**src/rtl/kdsc_pkg.sv**
```systemverilog
// Package for the keyboard and display scan controller.
// Assumes a single 200 MHz system clock and synchronous host strobes.
package kdsc_pkg;

  // ==========================================================
  // Clock and timing
  localparam int unsigned CLK_MHZ          = 200;
  localparam int unsigned SCAN_TICK_US     = 10;    // One scan step
  localparam int unsigned DEBOUNCE_US      = 10300;
  localparam int unsigned PRESCALE_RESET   = 31;
  localparam int unsigned PRESCALE_MIN     = 2;
  // Row timing in prescaled ticks; debounce in full scans
  localparam int unsigned SCAN_STEP_TICKS  = 8;     // Internal cycles/row
  localparam int unsigned DEBOUNCE_SCANS   = 2;     // Full scans to recheck
  localparam int unsigned BLANK_TICKS      = 2;     // Blank within each row

  // ==========================================================
  // Command opcodes, bits 7..5 of a command byte
  localparam logic [2:0] OP_MODE    = 3'h0;
  localparam logic [2:0] OP_CLOCK   = 3'h1;
  localparam logic [2:0] OP_RDFIFO  = 3'h2;
  localparam logic [2:0] OP_RDDISP  = 3'h3;
  localparam logic [2:0] OP_WRDISP  = 3'h4;
  localparam logic [2:0] OP_INHBLK  = 3'h5;
  localparam logic [2:0] OP_CLEAR   = 3'h6;
  localparam logic [2:0] OP_ENDINT  = 3'h7;

  // ==========================================================
  // Field positions
  localparam int unsigned AUTO_INC_POS = 4;
  localparam int unsigned E_BIT_POS    = 4;
  localparam int unsigned CF_POS       = 1;
  localparam int unsigned CA_POS       = 0;
  localparam int unsigned IW_HI_POS    = 3;
  localparam int unsigned IW_LO_POS    = 2;
  localparam int unsigned BL_HI_POS    = 1;
  localparam int unsigned BL_LO_POS    = 0;

  // ==========================================================
  // Reset values
  localparam logic [1:0] DISP_MODE_RESET = 2'h1;  // 16 char, left entry
  localparam logic [2:0] KEY_MODE_RESET  = 3'h0;
  localparam logic [7:0] CLEAR_VAL_2016  = 8'h20;
  localparam logic [7:0] CLEAR_VAL_ONES  = 8'hff;
  localparam logic [7:0] CLEAR_VAL_ZERO  = 8'h00;

  typedef enum logic [1:0] {
    KD_LOCKOUT = 2'b00,
    KD_ROLLOVER = 2'b01,
    KD_SENSOR  = 2'b10,
    KD_STROBED = 2'b11
  } kdsc_kmode_e;

  typedef enum logic [0:0] {
    RS_FIFO = 1'b0,
    RS_DISP = 1'b1
  } kdsc_rsel_e;

  // Host access decoded into one bundle
  typedef struct packed {
    logic       wr_cmd;
    logic       wr_data;
    logic       rd_data;
    logic [7:0] wdata;
  } kdsc_host_s;

endpackage

```
**src/rtl/kdsc_ram.sv**
```systemverilog
// Small synchronous RAM with registered read data and bit write mask.
// Assumes one clock; write and read may happen in the same cycle.
`timescale 1ns/1ps
module kdsc_ram #(
  parameter int unsigned WIDTH = 8,
  parameter int unsigned DEPTH = 16,
  parameter int unsigned AW    = 4
) (
  input  wire logic             clk_i,
  input  wire logic             we_i,
  input  wire logic [AW-1:0]    waddr_i,
  input  wire logic [WIDTH-1:0] wdata_i,
  input  wire logic [WIDTH-1:0] wmask_i,
  input  wire logic [AW-1:0]    raddr_i,
  output logic      [WIDTH-1:0] rdata_o
);

  logic [WIDTH-1:0] mem [DEPTH];

  // ==========================================================
  // Storage; no reset so it maps onto plain RAM cells
  always_ff @(posedge clk_i) begin
    if (we_i) begin
      mem[waddr_i] <= (mem[waddr_i] & ~wmask_i) | (wdata_i & wmask_i);
    end
    rdata_o <= mem[raddr_i];
  end

endmodule

```
**src/rtl/kdsc_top.sv**
```systemverilog
// Keyboard and display scan controller: host port, timing, scan, FIFO.
// Assumes host strobes are synchronous to CLOCK_I and held >= 2 cycles.
`timescale 1ns/1ps

module kdsc_top (
  input  wire logic       CLOCK_I,
  input  wire logic       RST_N_I,
  input  wire logic       RESET_I,
  input  wire logic       CS_N_I,
  input  wire logic       BUF_ADDR_SEL_I,
  input  wire logic       RD_N_I,
  input  wire logic       WR_N_I,
  input  wire logic [7:0] DATA_I,
  output logic      [7:0] DATA_O,
  output logic            DATA_OE_O,
  output logic            IRQ_O,
  output logic      [3:0] SCAN_OUT_O,
  input  wire logic [7:0] RETURN_IN_I,
  input  wire logic       SHIFT_I,
  input  wire logic       CTL_STROBE_IN_I,
  output logic      [3:0] DIGIT_PORT_HI_O,
  output logic      [3:0] DIGIT_PORT_LO_O,
  output logic            BLANK_OUT_O
);

  typedef struct packed {
    logic [4:0] prescale_field;
    logic [4:0] pre_cnt;
    logic [2:0] step_cnt;
    logic [3:0] scan_cnt;
    logic [1:0] disp_mode;
    logic [2:0] key_mode;
    logic [3:0] disp_addr;
    logic       disp_auto;
    logic [2:0] row_ptr;
    logic       row_auto;
    logic       rd_sel;
    logic       inhibit_write_hi;
    logic       inhibit_write_lo;
    logic       blank_hi;
    logic       blank_lo;
    logic       clearing;
    logic [7:0] clear_val;
    logic [4:0] clear_left;
    logic [2:0] wr_ptr;
    logic [2:0] rd_ptr;
    logic [3:0] queue_cnt;
    logic       overrun;
    logic       underrun;
    logic       sensor_err;
    logic       sensor_irq;
    logic       sensor_lock;
    logic       err_mode;
    logic [5:0] deb_key;
    logic       deb_busy;
    logic [1:0] deb_scans;
    logic [1:0] wr_sync;
    logic [1:0] rd_sync;
    logic       stb_last;
    logic [7:0] data_out;
  } kdsc_state_s;

  kdsc_state_s st_reg;
  kdsc_state_s st_next;
  kdsc_pkg::kdsc_host_s host;

  logic       tick;
  logic       step_end;
  logic       fifo_full;
  logic       fifo_empty;
  logic       push;
  logic [7:0] push_data;
  logic       blank_phase;
  logic       dram_we;
  logic [3:0] dram_waddr;
  logic [7:0] dram_wdata;
  logic [7:0] dram_wmask;
  logic [7:0] dram_rdata;
  logic       qram_we;
  logic [2:0] qram_waddr;
  logic [7:0] qram_wdata;
  logic [7:0] qram_rdata;
  logic [2:0] qram_raddr;
  logic       rd_fall;
  logic       wr_rise;
  logic       any_key;
  logic [2:0] key_col;
  logic [3:0] disp_rd_addr;
  logic       sense_scan;

  // ==========================================================
  // Helpers
  function automatic logic [2:0] lowest_low(input logic [7:0] v);
    lowest_low = 3'h0;
    for (int i = 7; i >= 0; i--) begin
      if (!v[i]) begin
        lowest_low = i[2:0];
      end
    end
  endfunction

  function automatic logic [3:0] scan_drive(input logic [3:0] cnt,
                                            input logic       dec);
    scan_drive = dec ? ~(4'h1 << cnt[1:0]) : cnt;
  endfunction

  // ==========================================================
  // Host strobe decode; writes act on the trailing edge
  assign wr_rise = ~st_reg.wr_sync[1] & st_reg.wr_sync[0];
  assign rd_fall = st_reg.rd_sync[1] & ~st_reg.rd_sync[0];
  always_comb begin
    host.wr_cmd  = wr_rise & ~CS_N_I & BUF_ADDR_SEL_I;
    host.wr_data = wr_rise & ~CS_N_I & ~BUF_ADDR_SEL_I;
    host.rd_data = rd_fall & ~CS_N_I & ~BUF_ADDR_SEL_I;
    host.wdata   = DATA_I;
  end

  // Bus driven only while selected and reading
  assign DATA_OE_O = ~CS_N_I & ~RD_N_I;
  assign DATA_O    = st_reg.data_out;

  // ==========================================================
  // Timing chain: prescaler, row step, scan counter
  assign tick     = (st_reg.pre_cnt == 5'h01);
  assign step_end = tick &
    (st_reg.step_cnt == 3'(kdsc_pkg::SCAN_STEP_TICKS - 1));
  assign blank_phase =
    (st_reg.step_cnt < 3'(kdsc_pkg::BLANK_TICKS));

  assign fifo_full  = (st_reg.queue_cnt == 4'h8);
  assign fifo_empty = (st_reg.queue_cnt == 4'h0);
  assign any_key    = (RETURN_IN_I != 8'hff);
  assign key_col    = lowest_low(RETURN_IN_I);
  // Sensor rows are fetched for change checks only while no read is in
  // flight, so a host read always sees the row it pointed at
  assign sense_scan = (st_reg.key_mode[2:1] == kdsc_pkg::KD_SENSOR) &
                      RD_N_I & (st_reg.step_cnt == 3'h7);
  assign qram_raddr = sense_scan ? st_reg.scan_cnt[2:0] :
                      (st_reg.key_mode[2:1] == kdsc_pkg::KD_SENSOR) ?
                      st_reg.row_ptr : st_reg.rd_ptr;
  // Refresh keeps the scan address except during a display read
  assign disp_rd_addr =
    (st_reg.rd_sel == kdsc_pkg::RS_DISP && !RD_N_I) ?
    st_reg.disp_addr : st_reg.scan_cnt;

  // ==========================================================
  // Next-state logic for the whole block
  always_comb begin
    logic        dec;
    logic [1:0]  km;
    logic [3:0]  last_digit;
    logic        sens_set;
    logic        ovr_set;
    dec        = 1'b0;
    sens_set   = 1'b0;
    ovr_set    = 1'b0;
    km         = 2'b00;
    last_digit = 4'h0;
    st_next    = st_reg;
    push       = 1'b0;
    push_data  = 8'h00;
    qram_we    = 1'b0;
    qram_waddr = st_reg.wr_ptr;
    qram_wdata = 8'h00;
    dram_we    = 1'b0;
    dram_waddr = st_reg.disp_addr;
    dram_wdata = host.wdata;
    dram_wmask = 8'hff;
    km         = st_reg.key_mode[2:1];
    dec        = st_reg.key_mode[0];
    last_digit = st_reg.disp_mode[0] ? 4'hf : 4'h7;

    st_next.wr_sync  = {st_reg.wr_sync[0], WR_N_I};
    st_next.rd_sync  = {st_reg.rd_sync[0], RD_N_I};
    st_next.stb_last = CTL_STROBE_IN_I;

    // Prescaler divides the system clock by the programmed field
    st_next.pre_cnt = tick ? st_reg.prescale_field : st_reg.pre_cnt - 5'h01;
    if (tick) begin
      st_next.step_cnt = st_reg.step_cnt + 3'h1;
    end
    if (step_end) begin
      st_next.scan_cnt = (st_reg.scan_cnt == last_digit) ? 4'h0 :
                         st_reg.scan_cnt + 4'h1;
    end

    // Keyboard and sensor sampling at row end; strobe sampling on its rising edge
    // A row is only updated when its old value was fetched last cycle;
    // a row skipped under a host read is caught on the next scan
    if (step_end && km == kdsc_pkg::KD_SENSOR && !st_reg.sensor_lock &&
        st_reg.scan_cnt[3] == 1'b0 && st_reg.rd_sync[0]) begin
      qram_we    = 1'b1;
      qram_waddr = st_reg.scan_cnt[2:0];
      qram_wdata = RETURN_IN_I;
      if (qram_rdata != RETURN_IN_I) begin
        sens_set           = 1'b1;
        st_next.sensor_irq = 1'b1;
      end
    end
    if (step_end && (km == kdsc_pkg::KD_LOCKOUT ||
                     km == kdsc_pkg::KD_ROLLOVER) &&
        st_reg.scan_cnt[3] == 1'b0) begin
      if (!st_reg.deb_busy && any_key) begin
        st_next.deb_busy  = 1'b1;
        st_next.deb_key   = {st_reg.scan_cnt[2:0], key_col};
        st_next.deb_scans = 2'h0;
      end else if (st_reg.deb_busy &&
                   st_reg.deb_key[5:3] == st_reg.scan_cnt[2:0]) begin
        if (st_reg.deb_scans ==
            2'(kdsc_pkg::DEBOUNCE_SCANS - 1)) begin
          st_next.deb_busy = 1'b0;
          if (!RETURN_IN_I[st_reg.deb_key[2:0]]) begin
            push      = 1'b1;
            push_data = {CTL_STROBE_IN_I, SHIFT_I, st_reg.deb_key};
          end
        end else begin
          st_next.deb_scans = st_reg.deb_scans + 2'h1;
        end
      end
    end
    if (km == kdsc_pkg::KD_STROBED && CTL_STROBE_IN_I && !st_reg.stb_last)
    begin
      push      = 1'b1;
      push_data = RETURN_IN_I;
    end

    // FIFO push with overrun on full
    if (push) begin
      if (fifo_full) begin
        ovr_set         = 1'b1;
        st_next.overrun = 1'b1;
      end else begin
        qram_we          = 1'b1;
        qram_waddr       = st_reg.wr_ptr;
        qram_wdata       = push_data;
        st_next.wr_ptr   = st_reg.wr_ptr + 3'h1;
        st_next.queue_cnt = st_reg.queue_cnt + 4'h1;
      end
    end

    // Display clear steps one word per scan row, so it spans 16 scan rows
    if (st_reg.clearing) begin
      dram_we    = 1'b1;
      dram_waddr = st_reg.clear_left[3:0];
      dram_wdata = st_reg.clear_val;
      dram_wmask = 8'hff;
      if (step_end) begin
        st_next.clear_left = st_reg.clear_left - 5'h01;
        if (st_reg.clear_left == 5'h00) begin
          st_next.clearing = 1'b0;
        end
      end
    end

    // Host data read: FIFO or display RAM by the latest read command
    if (host.rd_data) begin
      if (st_reg.rd_sel == kdsc_pkg::RS_DISP) begin
        st_next.data_out = dram_rdata;
        if (st_reg.disp_auto) begin
          st_next.disp_addr = st_reg.disp_addr + 4'h1;
        end
      end else begin
        st_next.data_out = qram_rdata;
        if (km == kdsc_pkg::KD_SENSOR) begin
          if (st_reg.row_auto) begin
            st_next.row_ptr = st_reg.row_ptr + 3'h1;
          end
        end else if (fifo_empty) begin
          st_next.underrun = 1'b1;
        end else begin
          st_next.rd_ptr    = st_reg.rd_ptr + 3'h1;
          st_next.queue_cnt = st_next.queue_cnt - 4'h1;
        end
      end
    end else if (rd_fall && !CS_N_I) begin
      st_next.data_out = {st_reg.clearing,
                          st_reg.sensor_err | st_reg.err_mode,
                          st_reg.overrun, st_reg.underrun,
                          fifo_full, st_reg.queue_cnt[2:0]};
    end

    // Host data write into display RAM, refused while clearing
    if (host.wr_data && !st_reg.clearing) begin
      dram_we    = 1'b1;
      dram_waddr = st_reg.disp_addr;
      dram_wdata = host.wdata;
      dram_wmask = {{4{~st_reg.inhibit_write_hi}},
                    {4{~st_reg.inhibit_write_lo}}};
      if (st_reg.disp_auto) begin
        st_next.disp_addr = st_reg.disp_addr + 4'h1;
      end
    end

    // Command decode
    if (host.wr_cmd) begin
      case (host.wdata[7:5])
        kdsc_pkg::OP_MODE: begin
          st_next.disp_mode = host.wdata[4:3];
          st_next.key_mode  = host.wdata[2:0];
        end
        kdsc_pkg::OP_CLOCK: begin
          if (host.wdata[4:0] >= 5'(kdsc_pkg::PRESCALE_MIN)) begin
            st_next.prescale_field = host.wdata[4:0];
          end
        end
        kdsc_pkg::OP_RDFIFO: begin
          st_next.rd_sel   = kdsc_pkg::RS_FIFO;
          st_next.row_auto = host.wdata[kdsc_pkg::AUTO_INC_POS];
          st_next.row_ptr  = host.wdata[2:0];
        end
        kdsc_pkg::OP_RDDISP, kdsc_pkg::OP_WRDISP: begin
          st_next.rd_sel    = (host.wdata[7:5] == kdsc_pkg::OP_RDDISP) ?
                              kdsc_pkg::RS_DISP : st_reg.rd_sel;
          st_next.disp_auto = host.wdata[kdsc_pkg::AUTO_INC_POS];
          st_next.disp_addr = host.wdata[3:0];
        end
        kdsc_pkg::OP_INHBLK: begin
          st_next.inhibit_write_hi = host.wdata[kdsc_pkg::IW_HI_POS];
          st_next.inhibit_write_lo = host.wdata[kdsc_pkg::IW_LO_POS];
          st_next.blank_hi         = host.wdata[kdsc_pkg::BL_HI_POS];
          st_next.blank_lo         = host.wdata[kdsc_pkg::BL_LO_POS];
        end
        kdsc_pkg::OP_CLEAR: begin
          st_next.clear_val = !host.wdata[3] ? kdsc_pkg::CLEAR_VAL_ZERO :
            (host.wdata[2] ? kdsc_pkg::CLEAR_VAL_ONES :
                             kdsc_pkg::CLEAR_VAL_2016);
          if (host.wdata[4] || host.wdata[kdsc_pkg::CA_POS]) begin
            st_next.clearing   = 1'b1;
            st_next.clear_left = 5'h0f;
          end
          if (host.wdata[kdsc_pkg::CF_POS] ||
              host.wdata[kdsc_pkg::CA_POS]) begin
            st_next.wr_ptr     = 3'h0;
            st_next.rd_ptr     = 3'h0;
            st_next.queue_cnt  = 4'h0;
            st_next.row_ptr    = 3'h0;
            st_next.sensor_irq = sens_set;  // Same-cycle event wins
            st_next.overrun    = ovr_set;
            st_next.underrun   = 1'b0;
          end
          if (host.wdata[kdsc_pkg::CA_POS]) begin
            st_next.pre_cnt  = st_reg.prescale_field;
            st_next.step_cnt = 3'h0;
            st_next.scan_cnt = 4'h0;
            st_next.deb_busy = 1'b0;
          end
        end
        kdsc_pkg::OP_ENDINT: begin
          st_next.sensor_irq  = sens_set;
          st_next.sensor_lock = 1'b0;
          st_next.sensor_err  = 1'b0;
          st_next.err_mode = host.wdata[kdsc_pkg::E_BIT_POS] &&
                             km == kdsc_pkg::KD_ROLLOVER;
        end
        default: begin
          st_next.key_mode = st_reg.key_mode;
        end
      endcase
    end

    // A pending sensor change blocks further sensor RAM writes
    if (st_next.sensor_irq) begin
      st_next.sensor_lock = 1'b1;
    end
  end

  // ==========================================================
  // Reset: async low pin plus synchronous high reset input
  always_ff @(posedge CLOCK_I or negedge RST_N_I) begin
    if (!RST_N_I) begin
      st_reg <= '0;
      st_reg.prescale_field <= 5'(kdsc_pkg::PRESCALE_RESET);
      st_reg.disp_mode      <= kdsc_pkg::DISP_MODE_RESET;
      st_reg.key_mode       <= kdsc_pkg::KEY_MODE_RESET;
      st_reg.wr_sync        <= 2'h3;
      st_reg.rd_sync        <= 2'h3;
      st_reg.stb_last       <= 1'b1;  // Idle pulled-up level, no false edge
    end else if (RESET_I) begin
      st_reg <= '0;
      st_reg.prescale_field <= 5'(kdsc_pkg::PRESCALE_RESET);
      st_reg.disp_mode      <= kdsc_pkg::DISP_MODE_RESET;
      st_reg.key_mode       <= kdsc_pkg::KEY_MODE_RESET;
      st_reg.wr_sync        <= 2'h3;
      st_reg.rd_sync        <= 2'h3;
      st_reg.stb_last       <= 1'b1;
    end else begin
      st_reg <= st_next;
    end
  end

  // ==========================================================
  // Outputs
  assign SCAN_OUT_O = scan_drive(st_reg.scan_cnt, st_reg.key_mode[0]);
  assign IRQ_O = (st_reg.key_mode[2:1] == kdsc_pkg::KD_SENSOR) ?
                 st_reg.sensor_irq : ~fifo_empty;
  assign BLANK_OUT_O = blank_phase |
                       (st_reg.blank_hi & st_reg.blank_lo);
  assign DIGIT_PORT_HI_O = (blank_phase | st_reg.blank_hi) ? 4'h0 :
                           dram_rdata[7:4];
  assign DIGIT_PORT_LO_O = (blank_phase | st_reg.blank_lo) ? 4'h0 :
                           dram_rdata[3:0];

  // ==========================================================
  // Memories: display RAM and FIFO/sensor RAM
  kdsc_ram #(.WIDTH(8), .DEPTH(16), .AW(4)) u_disp (
    .clk_i   (CLOCK_I),
    .we_i    (dram_we),
    .waddr_i (dram_waddr),
    .wdata_i (dram_wdata),
    .wmask_i (dram_wmask),
    .raddr_i (disp_rd_addr),
    .rdata_o (dram_rdata)
  );

  kdsc_ram #(.WIDTH(8), .DEPTH(8), .AW(3)) u_queue (
    .clk_i   (CLOCK_I),
    .we_i    (qram_we),
    .waddr_i (qram_waddr),
    .wdata_i (qram_wdata),
    .wmask_i (8'hff),
    .raddr_i (qram_raddr),
    .rdata_o (qram_rdata)
  );

  // ==========================================================
  // Checks
  a_bus_release: assert property (@(posedge CLOCK_I) disable iff (!RST_N_I)
    CS_N_I |-> !DATA_OE_O) else $error("bus driven while deselected");
  a_irq_queue: assert property (@(posedge CLOCK_I) disable iff (!RST_N_I)
    (st_reg.key_mode[2:1] != kdsc_pkg::KD_SENSOR) |->
    (IRQ_O == (st_reg.queue_cnt != 4'h0))) else $error("irq vs queue");
  a_count_bound: assert property (@(posedge CLOCK_I) disable iff (!RST_N_I)
    st_reg.queue_cnt <= 4'h8) else $error("queue count too big");
  a_prescale_ok: assert property (@(posedge CLOCK_I) disable iff (!RST_N_I)
    st_reg.prescale_field >= 5'h02) else $error("prescale low");
  a_clear_len: assert property (@(posedge CLOCK_I)
    disable iff (!RST_N_I || RESET_I)
    $rose(st_reg.clearing) |-> st_reg.clearing [*8])
    else $error("clear too short");
  a_overrun_set: assert property (@(posedge CLOCK_I)
    disable iff (!RST_N_I || RESET_I)
    (push && fifo_full && !host.wr_cmd) |=> st_reg.overrun)
    else $error("overrun missed");
  a_dec_scan: assert property (@(posedge CLOCK_I) disable iff (!RST_N_I)
    st_reg.key_mode[0] |-> $countones(~SCAN_OUT_O) == 1)
    else $error("decoded scan not one-hot");
  a_write_refused: assert property (@(posedge CLOCK_I) disable iff (!RST_N_I)
    (st_reg.clearing) |-> (dram_wdata == st_reg.clear_val))
    else $error("host write during clear");

endmodule

```
**config.mk**
```make
export PLATFORM = sky130hd
export DESIGN_NAME = kdsc_top
export DESIGN_NICKNAME = d
export VERILOG_FILES = /design/src/rtl/kdsc_pkg.sv /design/src/rtl/kdsc_ram.sv /design/src/rtl/kdsc_top.sv
export SDC_FILE = /design/constraint.sdc
export NUM_CORES = 1
export LEC_CHECK = 0
export BUFFER_PORTS_ARGS = -buffer_cell sky130_fd_sc_hd__buf_4
export CAP_MARGIN = 20
export CORE_UTILIZATION = 40
export CTS_CLUSTER_SIZE = 40
export DETAILED_ROUTE_END_ITERATION = 10
export SYNTH_ARGS = -nofsm -noshare
export SYNTH_HDL_FRONTEND = slang
export SYNTH_SLANG_ARGS = --single-unit
```
**constraint.sdc**
```tcl
create_clock -name CLOCK_I -period 4.04 [get_ports CLOCK_I]
set_clock_uncertainty 0.2 [all_clocks]
set_input_delay 0.404 -clock CLOCK_I [delete_from_list [all_inputs] [get_ports CLOCK_I]]
set_output_delay 0.404 -clock CLOCK_I [all_outputs]
set_load 0.03 [all_outputs]
```
==> impl_results.md <==
* Hold Path Origin: RETURN_IN_I[1]
* Number of synthesized flops with an enable pin at 192
* Grt total ovfl at 0
* R2R Path End: u_queue.mem[4][6]
* Pins Over Slew Limit at 0
* Highest-count cells in the layout ignoring fill and taps: 192 x edfxtp_1, 107 x buf_4, 91 x nor2_1
* Initial antenna violation count at 0
* Setup-failing EPs final at 0
* Post-route ant nets at 0
* Synth-to-Final Area Change at 16.8%
* F_max at 279 MHz
* CTS resizes at 0
* Layout Cells excl Fill at 1585
* Crit path kind: flop to flop
* Crit start category: flop
* Worst Tran Pin Value at 1.01 ns
* Fill count at 2959
* Synth top area share at 0.415
* Skew-Pair Late Insertion Delay at 0.58 ns
* Core area at 33900 sq um
* R2r worst-path depth at 8
* Post-Syn Instances at 1021
* Num CTS Buffers at 30
* Die height at 188 um
* Pleak at 0.00600 uW
* Critical path's slowest cell: a21oi_1
* Area leader, netlist: edfxtp_1
* CTS tree: yes
* Vias at 9058
* Top delay family on crit path: simple AND/OR/NAND/NOR gates
* Commonest non-fill, non-tap cell in the layout: edfxtp_1
* Worst path max stage delay at 0.73 ns
* # hold bufs at CTS at 11
* Clock sink total at 288
* Total Wirelength at 35.9 mm
* Die ar. at 35500 sq um
* Synth warn at 0
* Run status: completed
* Final Hold Vio Count at 0
* Period utilisation layout at 0.887
* Via count of the first global-routing pass at 9197
* Starting Density at 0.410
* I/O Pins at 48
* Critical Path Sink Type: flop
* CP Depth at 8
* Die Wd at 188 um
* CP bufs+invs at 1
* Crit Path Max Fanout at 10
* PD cells at 396 nW/um^2
* Min-Delay Path Class: primary input to flop
* Syn_nets at 1063
* Post-synth ARST share at 0.278
* # Max-Cap Violations at 0
* CP arrival at 3.56 ns
* Worst-path cell chain: inv_1 > ha_1 > or4b_1 > nor4_4 > nand4_4 > nand2_1 > nand3b_1 > a21oi_1
* Gpl congestion at 0.806
* Number of flip-flops in the largest register at 128
* Ys flop type: edfxtp_1
* Slew Limit Headroom at 0.322
* Netlist Area Pre-Place at 13900 sq um
* Pre-Repair DR Iteration Count at 5
* R2r startpoint: st_reg[79]
* Final setup TNS at 0 ns
* DR WL/cell at 22.7 um
* CTS clk-pin slew, worst paths at 0.06 ns
* Fin nets at 1155
* Register area share after synthesis at 0.583
* H-tree Lvls at 1
* Num rows at 67
* # DRC at 0
* Synth top area cells: edfxtp_1 42%, mux4_2 13%, dfrtp_1 12%
* CTS max path bufs at 3
* Share of layout cells above drive strength 1 at 0.245
* Peak VDD IR at 0.280 mV
* Total power at 6430 uW
* Initial DRC Count at 703
* First-pass GRT wire length at 55.4 mm
* Tmin final at 3.58 ns
* Mean Syn Cell Area at 13.6 sq um
* Largest net degree at the start of global routing at 61
* Worst endpoint required time at 4.02 ns
* Synth Register Bits at 288
* Worst Hold Endpoint: st_reg[16]
* Synth cell types at 59
* Placed Instances at 1517
* Vias per cell at 5.71
* Final HPWL DP at 24.4 mm
* Unrepaired setup endpoints after global routing: no
* Post-CTS Setup Repair Bufs at 0
* Clock Tree Root: clkbuf_16
* GRT Total Usage at 0.205
* FF-to-FF setup slack at 0.46 ns
* WHS Path Cells at 4
* Diodes inserted at 0
* IO buf count at 47
## power by group
group          internal [uW]  total [uW]  leakage [uW]  switching, uW
clock                   1800        2970      0.000507           1170
combinational            101         277       0.00254            176
sequential              3170        3190       0.00295           19.1
## cell usage after synthesis, types with 11 or more instances
library cell,n
nor2_1,91
nand2_1,82
a22o_1,16
dfrtp_1,69
buf_4,12
nand3_1,21
dfstp_2,11
edfxtp_1,192
o21ai_0,30
dfxtp_1,16
inv_1,27
ha_1,17
nor2b_1,16
clkbuf_1,36
mux2i_1,38
a211oi_1,23
xnor2_1,22
and2_1,13
a21oi_1,63
mux4_2,81
## cell families after synthesis
group	after synthesis	share of synthesized area
AOI/OAI and AO/OA	178	0.0825
xor gates and xnor gates	31	0.0195
adders and majority gates	17	0.0153
buffers and inverters	86	0.0273
DFF	288	0.583
muxes	131	0.169
and+or+nand+nor	290	0.103
## worst min-delay path, delay by kind of cell
kind | cells | cell delay [ns]
simple gates | 1 | 0.05
compound gates | 2 | 0.17
buf+inv | 1 | 0.12
## how the worst max path moves through the flow
| stage | from | to | slack (ns) |
|---|---|---|---|
| final | st_reg[79] | u_queue.mem[4][6] | 0.46 |
| after global routing | st_reg[79] | u_queue.mem[4][0] | 0.18 |
| after CTS | st_reg[79] | u_queue.mem[4][0] | 0.40 |
| after detailed placement | st_reg[79] | u_queue.mem[4][2] | 0.45 |
| after global placement | st_reg[79] | u_queue.mem[4][1] | 0.56 |
| after floorplan | st_reg[51] | u_disp.mem[0][3] | 0.82 |
## through the flow
| step | setup WS, ns | instance area [sq um] | util | hold slack (ns) |
|---|---|---|---|---|
| 4_1_cts | 0.401 | 16200 | 0.479 | 0.0333 |
| 3_5_place_dp | 0.449 | 15000 | 0.444 | 0.295 |
| 2_1_floorplan | 0.820 | 13900 | - | -0.0916 |
| 5_1_grt | 0.177 | 16200 | 0.479 | 0.0788 |
| 3_3_place_gp | 0.561 | 15000 | 0.444 | 0.288 |
| 6_report | 0.456 | 16200 | 0.479 | 0.0426 |
## metal layers
layer / GRT usage / routed length [um] / vias up
li1: - / - / 4085
met1: 0.274 / 14900 / 4590
met2: 0.336 / 17300 / 311
met3: 0.0384 / 2560 / 72
met4: 0.0673 / 1120 / 0
met5: 0 / 0 / -
## layout make-up
cell class	count	area (sq um)	area share
inverters	27	101	0.00625
multi-input cells	647	5460	0.336
flip-flops and latches	288	8100	0.499
well taps	448	561	0.0346
clock buffers	36	803	0.0495
repair buffers	119	933	0.0575
clock inverters	20	265	0.0164
(Power assumes the default switching activity.)
